===== config.mk =====
export PLATFORM = sky130hd
export DESIGN_NAME = sisp_status_port
export DESIGN_NICKNAME = d
export VERILOG_FILES = /design/src/pkg/isp_pkg.sv /design/src/hw/isp_status_port.sv /design/src/hw/isp_sync.sv
export SDC_FILE = /design/constraint.sdc
export NUM_CORES = 1
export LEC_CHECK = 0
export ABC_AREA = 1
export BUFFER_PORTS_ARGS = -buffer_cell sky130_fd_sc_hd__clkbuf_2
export CAP_MARGIN = 40
export CORE_ASPECT_RATIO = 2
export CORE_MARGIN = 3
export CORE_UTILIZATION = 47
export CTS_CLUSTER_SIZE = 20
export DETAILED_ROUTE_END_ITERATION = 8
export GPL_ROUTABILITY_DRIVEN = 0
export GPL_TIMING_DRIVEN = 0
export PLACE_DENSITY = 0.75
export SLEW_MARGIN = 20
export SYNTH_ARGS = -nofsm -noshare
export SYNTH_HDL_FRONTEND = slang
export SYNTH_HIERARCHICAL = 1
export SYNTH_SLANG_ARGS = --single-unit

===== constraint.sdc =====
create_clock -name ref_clk -period 1.1 [get_ports ref_clk]
set_clock_uncertainty 0.15 [all_clocks]
set_input_delay 0.055 -clock ref_clk [delete_from_list [all_inputs] [get_ports ref_clk]]
set_output_delay 0.055 -clock ref_clk [all_outputs]
set_load 0.05 [all_outputs]

===== src/pkg/isp_pkg.sv =====
// constants and carrier types for the shared interrupt status port
// Notes on behaviour
// An 8-bit read-only status byte shows a set bit while a channel's interrupt is pending, clear otherwise.
// Channel one's interrupt sits at bit 0, channel two's at bit 1, up to channel eight at bit 7.
// With the address mode selector in switch position the status byte decodes at offset seven of every channel window.
// All eight decoded copies of the status byte return the same value.
// In programmable position the status byte answers wherever the programmable decode option points.
// Each channel is terminal equipment: TD, RTS, DTR are outputs; RD, CTS, DSR, DCD, RI are inputs.
// In switch mode the card takes 64 aligned locations, channel n at base plus eight times (n minus one).
// A closed base switch gives a zero address bit and an open switch gives a one.
// Programmable position hands all channel and status decoding to the programmable decode option.
// In switch mode offset seven reads return the status byte instead of the UART, and writes there go nowhere.
package sisp_pkg;

   // ==========================================================
   // sizes and map
   localparam int NUM_CHAN = 8;
   localparam int ADDR_W = 16;
   localparam int BASE_LSB = 6;
   localparam int SW_W = 7;
   localparam int WIN_LSB = 3;
   localparam logic [2:0] STATUS_OFFSET = 3'h7;
   localparam logic [7:0] STATUS_RESET = 8'h00;
   localparam int SYNC_STAGES = 2;

   // ==========================================================
   // carriers
   typedef struct packed {
      logic rd;
      logic cts;
      logic dsr;
      logic dcd;
      logic ri;
   } sisp_dte_in_t;

   typedef struct packed {
      logic td;
      logic rts;
      logic dtr;
   } sisp_dte_out_t;

   typedef struct packed {
      logic rd;
      logic wr;
      logic [ADDR_W-1:0] addr;
   } sisp_bus_req_t;

endpackage


===== src/hw/isp_status_port.sv =====
// interrupt status port with switch or programmable address decode
`timescale 1ns/100ps
module sisp_status_port (
   // clock and reset
   input wire logic ref_clk,
   input wire logic rst,
   // host i/o bus
   input wire logic [sisp_pkg::ADDR_W-1:0] bus_addr,
   input wire logic bus_rd,
   input wire logic bus_wr,
   output logic [7:0] status_data,
   output logic status_data_oe,
   // straps
   input wire logic [sisp_pkg::SW_W-1:0] base_switch_open,
   input wire logic address_mode_selector,
   // programmable decode option
   input wire logic prog_status_sel,
   input wire logic [sisp_pkg::NUM_CHAN-1:0] prog_chan_sel,
   // uart side
   input wire logic [sisp_pkg::NUM_CHAN-1:0] uart_irq,
   output logic [sisp_pkg::NUM_CHAN-1:0] uart_cs,
   input wire sisp_pkg::sisp_dte_out_t [sisp_pkg::NUM_CHAN-1:0] uart_line_out,
   output sisp_pkg::sisp_dte_in_t [sisp_pkg::NUM_CHAN-1:0] uart_line_in,
   // connector side
   output sisp_pkg::sisp_dte_out_t [sisp_pkg::NUM_CHAN-1:0] line_out,
   input wire sisp_pkg::sisp_dte_in_t [sisp_pkg::NUM_CHAN-1:0] line_in
);

   localparam int NC = sisp_pkg::NUM_CHAN;
   localparam int LW = $bits(sisp_pkg::sisp_dte_in_t);
   localparam int BW = $bits(sisp_pkg::sisp_bus_req_t);
   localparam int SW = sisp_pkg::SW_W;
   localparam int AW = sisp_pkg::ADDR_W;
   localparam int SYNC_W = BW + 1 + NC + NC + NC * LW + SW + 1;

   // ==========================================================
   // synchronise every pin input except ref_clk, rst and uart_line_out
   sisp_pkg::sisp_bus_req_t bus_s;
   logic prog_status_s;
   logic [NC-1:0] prog_chan_s;
   logic [NC-1:0] irq_s;
   sisp_pkg::sisp_dte_in_t [NC-1:0] line_in_s;
   logic [SW-1:0] sw_open_s;
   logic prog_mode_s;

   sisp_sync #(
      .WIDTH(SYNC_W)
   ) u_sync (
      .ref_clk(ref_clk),
      .rst(rst),
      .async_in({bus_rd, bus_wr, bus_addr, prog_status_sel, prog_chan_sel,
                 uart_irq, line_in, base_switch_open,
                 address_mode_selector}),
      .sync_out({bus_s, prog_status_s, prog_chan_s, irq_s, line_in_s,
                 sw_open_s, prog_mode_s})
   );

   // ==========================================================
   // address decode
   function automatic logic [NC-1:0] chan_onehot(input logic [2:0] win);
      chan_onehot = '0;
      chan_onehot[win] = 1'b1;
   endfunction

   // open switch reads as a one, closed as a zero
   wire [SW-1:0] base_bits = sw_open_s;
   wire [2:0] win_idx = bus_s.addr[sisp_pkg::BASE_LSB-1:sisp_pkg::WIN_LSB];
   wire [2:0] win_off = bus_s.addr[sisp_pkg::WIN_LSB-1:0];
   // 64-location block aligned on a 64-byte boundary
   wire block_hit = (bus_s.addr[AW-1:sisp_pkg::BASE_LSB+SW] == '0) &&
                    (bus_s.addr[sisp_pkg::BASE_LSB+SW-1:sisp_pkg::BASE_LSB]
                     == base_bits);
   wire sw_status_hit = block_hit &&
                        (win_off == sisp_pkg::STATUS_OFFSET);
   // offset seven steals the uart's own register
   wire [NC-1:0] sw_chan_sel = (block_hit && !sw_status_hit) ?
                               chan_onehot(win_idx) : '0;
   // programmable position overrides the switches entirely
   wire status_hit = prog_mode_s ? prog_status_s : sw_status_hit;
   wire [NC-1:0] chan_sel = prog_mode_s ? prog_chan_s : sw_chan_sel;
   wire access = bus_s.rd || bus_s.wr;
   // writes to the status location fall on the floor
   wire status_read = bus_s.rd && status_hit;

   // ==========================================================
   // registers
   logic [7:0] status_q;
   logic [7:0] status_data_q;
   logic status_oe_q;
   logic [NC-1:0] uart_cs_q;

   always_ff @(posedge ref_clk) begin
      if (rst) begin
         status_q <= sisp_pkg::STATUS_RESET;
         status_data_q <= '0;
         status_oe_q <= 1'b0;
         uart_cs_q <= '0;
      end else begin
         status_q <= irq_s;
         // same byte whichever window asked for it
         status_data_q <= status_read ? status_q : '0;
         status_oe_q <= status_read;
         uart_cs_q <= access ? chan_sel : '0;
      end
   end

   assign status_data = status_data_q;
   assign status_data_oe = status_oe_q;
   assign uart_cs = uart_cs_q;

   // ==========================================================
   // terminal-equipment pin directions, one flop each way
   genvar gi;
   generate
      for (gi = 0; gi < NC; gi++) begin : g_chan
         sisp_pkg::sisp_dte_out_t out_q;
         sisp_pkg::sisp_dte_in_t in_q;
         always_ff @(posedge ref_clk) begin
            if (rst) begin
               out_q <= '0;
               in_q <= '0;
            end else begin
               out_q <= uart_line_out[gi];
               in_q <= line_in_s[gi];
            end
         end
         assign line_out[gi] = out_q;
         assign uart_line_in[gi] = in_q;
      end
   endgenerate
endmodule // sisp_status_port


===== src/hw/isp_sync.sv =====
// two flip-flop synchroniser for a bundle of asynchronous levels
`timescale 1ns/100ps
module sisp_sync #(
   parameter int WIDTH = 1
) (
   // clock and reset
   input wire logic ref_clk,
   input wire logic rst,
   // levels
   input wire logic [WIDTH-1:0] async_in,
   output logic [WIDTH-1:0] sync_out
);

   // first stage feeds only the second stage
   logic [WIDTH-1:0] meta_q;

   always_ff @(posedge ref_clk) begin
      if (rst) begin
         meta_q <= '0;
         sync_out <= '0;
      end else begin
         meta_q <= async_in;
         sync_out <= meta_q;
      end
   end

endmodule // sisp_sync


* After elaboration in Yosys (flattened, before gate mapping)
Index checks and enable logic that the tools add are counted.
** Storage, ports and cells
- Register bits after elaboration :: 255
- Input port bits :: 109
- Output and inout bits :: 81
- Word-level logic and storage cells :: 91
** Cells by class
- Magnitude comparators :: 2
- Eq/ne operators :: 2
- Multiplexer cells :: 5
- Bitwise logic cells :: 2
- Reduce and logical (&&, ||, !) cells :: 10
** Operators with widths (number)
- 8-bit two-way mux :: 2
- 7-bit == test :: 1
- 1-bit logical AND :: 5
- 3-bit by 4-bit < comparator with 1-bit output, second input constant :: 1
- 2-bit OR reduction :: 2
- 1-bit demux with 3-bit select :: 1
- 3-bit == test, second input constant :: 1
- 3-bit by 1-bit >= comparator with 1-bit output, second input constant :: 1
- 3-bit zero test :: 1
- 1-bit two-way mux :: 2
- 1-bit inverter :: 2
- 1-bit zero test :: 1
- 1-bit logical OR :: 1

* Logic depth before layout (Yosys ltp)
- Depth after elaboration :: 7
- Depth in mapped cells :: 10
- Mapped depth without buffers :: 10

* By module
The synthesis kept the hierarchy.
** By module, submodules not included
- sisp_sync :: instances 1, cells an instance 516, area each 4694.5 um2, sequential area each 3323.2 um2
- sisp_status_port :: instances 1, cells an instance 374, area each 2906.5 um2, sequential area each 1781.7 um2

* Worst setup path before layout
OpenSTA, ideal clock, no wires.
- Path kind :: reg-to-reg
- Start point :: register u_sync.sync_out[1]
- End point :: register uart_cs_q[0], in the netlist uart_cs[0]
- Library setup time :: 71 ps
- Arrival time :: 983 ps
- Data required time :: 879 ps
- Path slack :: -104 ps
- Stages on the path, launching flop included :: 9
- Path buffers :: 0
- Clock period less this slack :: 1204 ps
- Cells stage by stage :: dfxtp_1 inv_1 nand2_1 nand2_1 nor2_2 nand2_2 nor2_4 nand3_1 a21oi_1
** On the way
- Longest elaborated chain between the ends :: 7
** Ends and longest elaborated chain
- start: declaration :: RTL line isp_sync.sv:11 : output logic [WIDTH-1:0] sync_out
- start signal: assignment :: RTL line isp_sync.sv:23 : sync_out <= meta_q;
- 7-bit == test (*) :: RTL line isp_status_port.sv:72 : == base_bits);
- 1-bit logical AND (*) :: RTL line isp_status_port.sv:70 : wire block_hit = (bus_s.addr[AW-1:sisp_pkg::BASE_LSB+SW] == '0) &&
- 1-bit logical AND :: RTL line isp_status_port.sv:73 : wire sw_status_hit = block_hit &&
- 1-bit zero test :: RTL line isp_status_port.sv:76 : wire [NC-1:0] sw_chan_sel = (block_hit && !sw_status_hit) ?
- 1-bit logical AND (*) :: RTL line isp_status_port.sv:76
- 8-bit two-way mux (*) :: RTL line isp_status_port.sv:76
- 8-bit two-way mux (*) :: RTL line isp_status_port.sv:80 : wire [NC-1:0] chan_sel = prog_mode_s ? prog_chan_s : sw_chan_sel;
- end signal: assignment :: RTL line isp_status_port.sv:103 : uart_cs_q <= access ? chan_sel : '0;
- end: declaration :: RTL line isp_status_port.sv:90 : logic [NC-1:0] uart_cs_q;
Every way passes the cells marked *; elsewhere a longest branch is shown, timed or not.
A chain may end at the register's enable or synchronous reset.

* Worst setup path after layout
- Start point :: register u_sync.sync_out[77]
- End point :: register uart_cs_q[0], in the netlist uart_cs[0]
The elaborated chain is that of the path after synthesis.

==> flow_summary_export.csv <==
group,metric,value,unit
logic_synthesis,syn_nets,999,
finish,n_fill_cell,912,
pwr,peakVddDrop,1.274,mV
global_route,grt_pass1_wl,32860,um
logic_synthesis,synth_warnings,6,
drt,via_count,6325,
logic_synthesis,synth_cell_types,17,
run_status,status,"complete, but fails checks",
drt,dr.pass1.iters,5,
clock_network,clock_latency,490,ps
sta,rsz0062_at_grt,"true",
sta,relSlewSlack,44.74,%
hold_path,min_path_type,"primary input to flop",
finish,mostFrequentLayoutCell,"inv_1",
logic_synthesis,synth-seq-cells,255,
logic_synthesis,synth.avg_cell_area,8.540,um2
sta,worst_slew_pin_slew,827.1,ps
pwr,power_density,1570,nW/um2
finish,drive_gt1_share,29.60,%
sta,fin_crit_sh,136.0,%
logic_synthesis,syn_area,7601,um2
global_route,antenna_found_initial,1,
critical_path,critical_path_buf_inv_count,1,
finish,syn_to_final_growth,59.21,%
finish,nets,1330,
run_status,violations,"hold timing, setup timing",
critical_path,cp-start-kind,"flop",
critical_path,arrival,1750,ps
drt,route.detailed.drc,0,
sta,holdWs,-11.89,ps
critical_path,critPathKind,"flop to flop",
logic_synthesis,synthCells,890,
global_route,grt_max_degree,17,
critical_path,reg2reg_depth,8,
floorplanning,core_area,15860,um2
drt,viasPerCell,4.405,
logic_synthesis,yosys.area.top_type_share,67.16,%
clock_network,cts.clk_slew.worst_paths,70,ps
place,dpl.hpwl,10360,um
place,place_area,8807,um2
floorplanning,die-height,185.8,um
finish,post_layout_nonfiller_instances,1436,
drt,postRouteAntennaNets,0,
clock_network,cts.sinks,255,
sta,fmax,668.4,MHz
critical_path,worstPathRequired,1350,ps
global_route,gr-usage-met2,47.32,%
global_route,grt_use_met3,4.369,%
critical_path,cpMostUsedCell,"nand2_1",
hold_path,min_path_cells,3,
sta,finalHoldViolations,1,
flow_run,cap_violations,0,
sta,setup_viol,98,
critical_path,cpMaxStageDelayCell,"dfxtp_2",
clock_network,clockRootBuffer,"clkbuf_16",
floorplanning,dieArea,17830,um2
global_route,grt_pass1_vias,6853,
floorplanning,row_count,65,
critical_path,cpLargestDelayFamily,"simple AND/OR/NAND/NOR gates",
critical_path,worstPathCellList,"inv_2 -> nand2_1 -> nand2_1 -> nor2_2 -> nand2_2 -> nor2_4 -> nand3_1 -> a21oi_2",
global_route,gr-total-overflow,0,
drt,drt_iter0_drc,188,
logic_synthesis,seq_area_frac_synth,67.16,%
place,place_inst,1280,
floorplanning,ios,190,
pwr,p_leak,5.901,nW
logic_synthesis,synth_area_leaders,"dfxtp_1 67%, inv_1 13%, nor2_1 13%, nand2_1 2.5%, buf_4 1.4%",
critical_path,cp.depth,8,
clock_network,htreeDepth,1,
clock_network,cts_tree,"built",
drt,wl_per_cell,15.48,um
place,dp_slack,-478.7,ps
finish,final_cell_mix,"266 x inv_1, 249 x nor2_1, 162 x dfxtp_1",
clock_network,clk_path_buf_depth,3,
pwr,power,0.01900,W
logic_synthesis,synth.largest_area_cell,"dfxtp_1",
global_route,use_met1,21.41,%
critical_path,critPathMaxFanout,8,
finish,final_util,76.31,%
clock_network,cts-buffers-inserted,21,
sta,min_period,1496,ps
global_route,grt_usage,24.31,%
drt,routed_wl,22230,um
sta,finalWorstSetupSlack,-396.1,ps
floorplanning,initial_utilization,47.93,%
critical_path,setup.worst_path.end_class,"flop",
critical_path,worst_path_largest_cell_delay,350,ps
place,io_buffers,189,
floorplanning,die_x,95.93,um
finish,final_cell_area,12100,um2
sta,drv_slew,0,
global_route,busiest_layer,"met2",
[timing repair]
item,in CTS,in global routing
hold endpoints to repair,109,13
setup buffers,0,1
pin swaps,2,12
gates resized for setup,283,84
hold buffers,128,5
cloned,0,1
endpoints found under the setup margin,98,172
[through the flow]
stage / TNS, ps / hold WS (ps)
floorplan: -862.2 / 11.97
global placement: -35280 / 97.76
detailed placement: -35350 / 99.69
CTS: -12170 / 3.340
global route: -16810 / 36.86
finish: -12800 / -11.89
[cell families (layout without fill, tap and decap cells)]
family / after synthesis / count (layout) / synth area share, %
AOI/OAI and AO/OA: 9 / 9 / 0.6256
DFF: 255 / 255 / 67.16
buffers and inverters: 297 / 639 / 15.44
xor gates and xnor gates: 1 / 1 / 0.1152
and+or+nand+nor: 328 / 329 / 16.66
other: 0 / 2 / 0
[tightest hold or removal path: stages]
cell      delay [ps]
clkbuf_2         130
clkbuf_2         250
nor2_1           140
[routing by layer]
metal | share of wire [%] | wire (um)
met1 | 31 | 6997
met2 | 56 | 12530
met3 | 5.2 | 1161
met4 | 6.9 | 1540
met5 | 0 | 0
[registers in the layout (all words and copies together), names as in the netlist]
| signal | flops |
|---|---|
| uart_line_in | 40 |
| status_data | 8 |
| uart_cs | 8 |
| line_out | 24 |
| status_data_oe | 1 |
| status_q | 8 |
| u_sync/sync_out | 83 |
| u_sync/meta_q | 83 |
[final timing paths]
kind,startpoint,slack (ps),end
worst max-delay path,u_sync/sync_out[77]$_SDFF_PP0_,-400,uart_cs[0]$_SDFF_PP0_
worst min-delay path,rst,-10,status_q[3]$_SDFF_PP0_
worst max register to register,u_sync/sync_out[77]$_SDFF_PP0_,-400,uart_cs[0]$_SDFF_PP0_
worst min register to register,u_sync/sync_out[47]$_SDFF_PP0_,240,uart_line_in[39]$_SDFF_PP0_
[Yosys cell counts]
library cell and instances:
or2_1 1, nor2_2 1, a21oi_1 8, o21bai_1 1, nand3_1 9, inv_1 269, clkbuf_1 8, buf_4 14
buf_2 5, nand3_2 1, nand2_1 51, dfxtp_1 255, xnor2_1 1, inv_2 1, nand2_2 2, nor2_4 1
nor2_1 262
[layout make-up]
type | instances | area (um2) | share of cell area, %
clock inverter | 5 | 53.80 | 0.4446
tap | 201 | 251.5 | 2.078
sequential | 255 | 5224 | 43.17
multi-input combinational | 339 | 1426 | 11.79
clock buffer | 30 | 599.3 | 4.952
timing repair buffer | 307 | 3366 | 27.81
antenna | 2 | 5.005 | 0.04136
inverter | 270 | 1013 | 8.375
buffer | 27 | 162.7 | 1.344
[report_power, final]
| group | total [W] | internal [W] | switching [W] |
|---|---|---|---|
| clock | 0.00726 | 0.00403 | 0.00323 |
| combinational | 0.00195 | 0.000928 | 0.00102 |
| sequential | 0.00980 | 0.00963 | 0.000171 |
No activity file was read; power rests on OpenSTA's default activity.
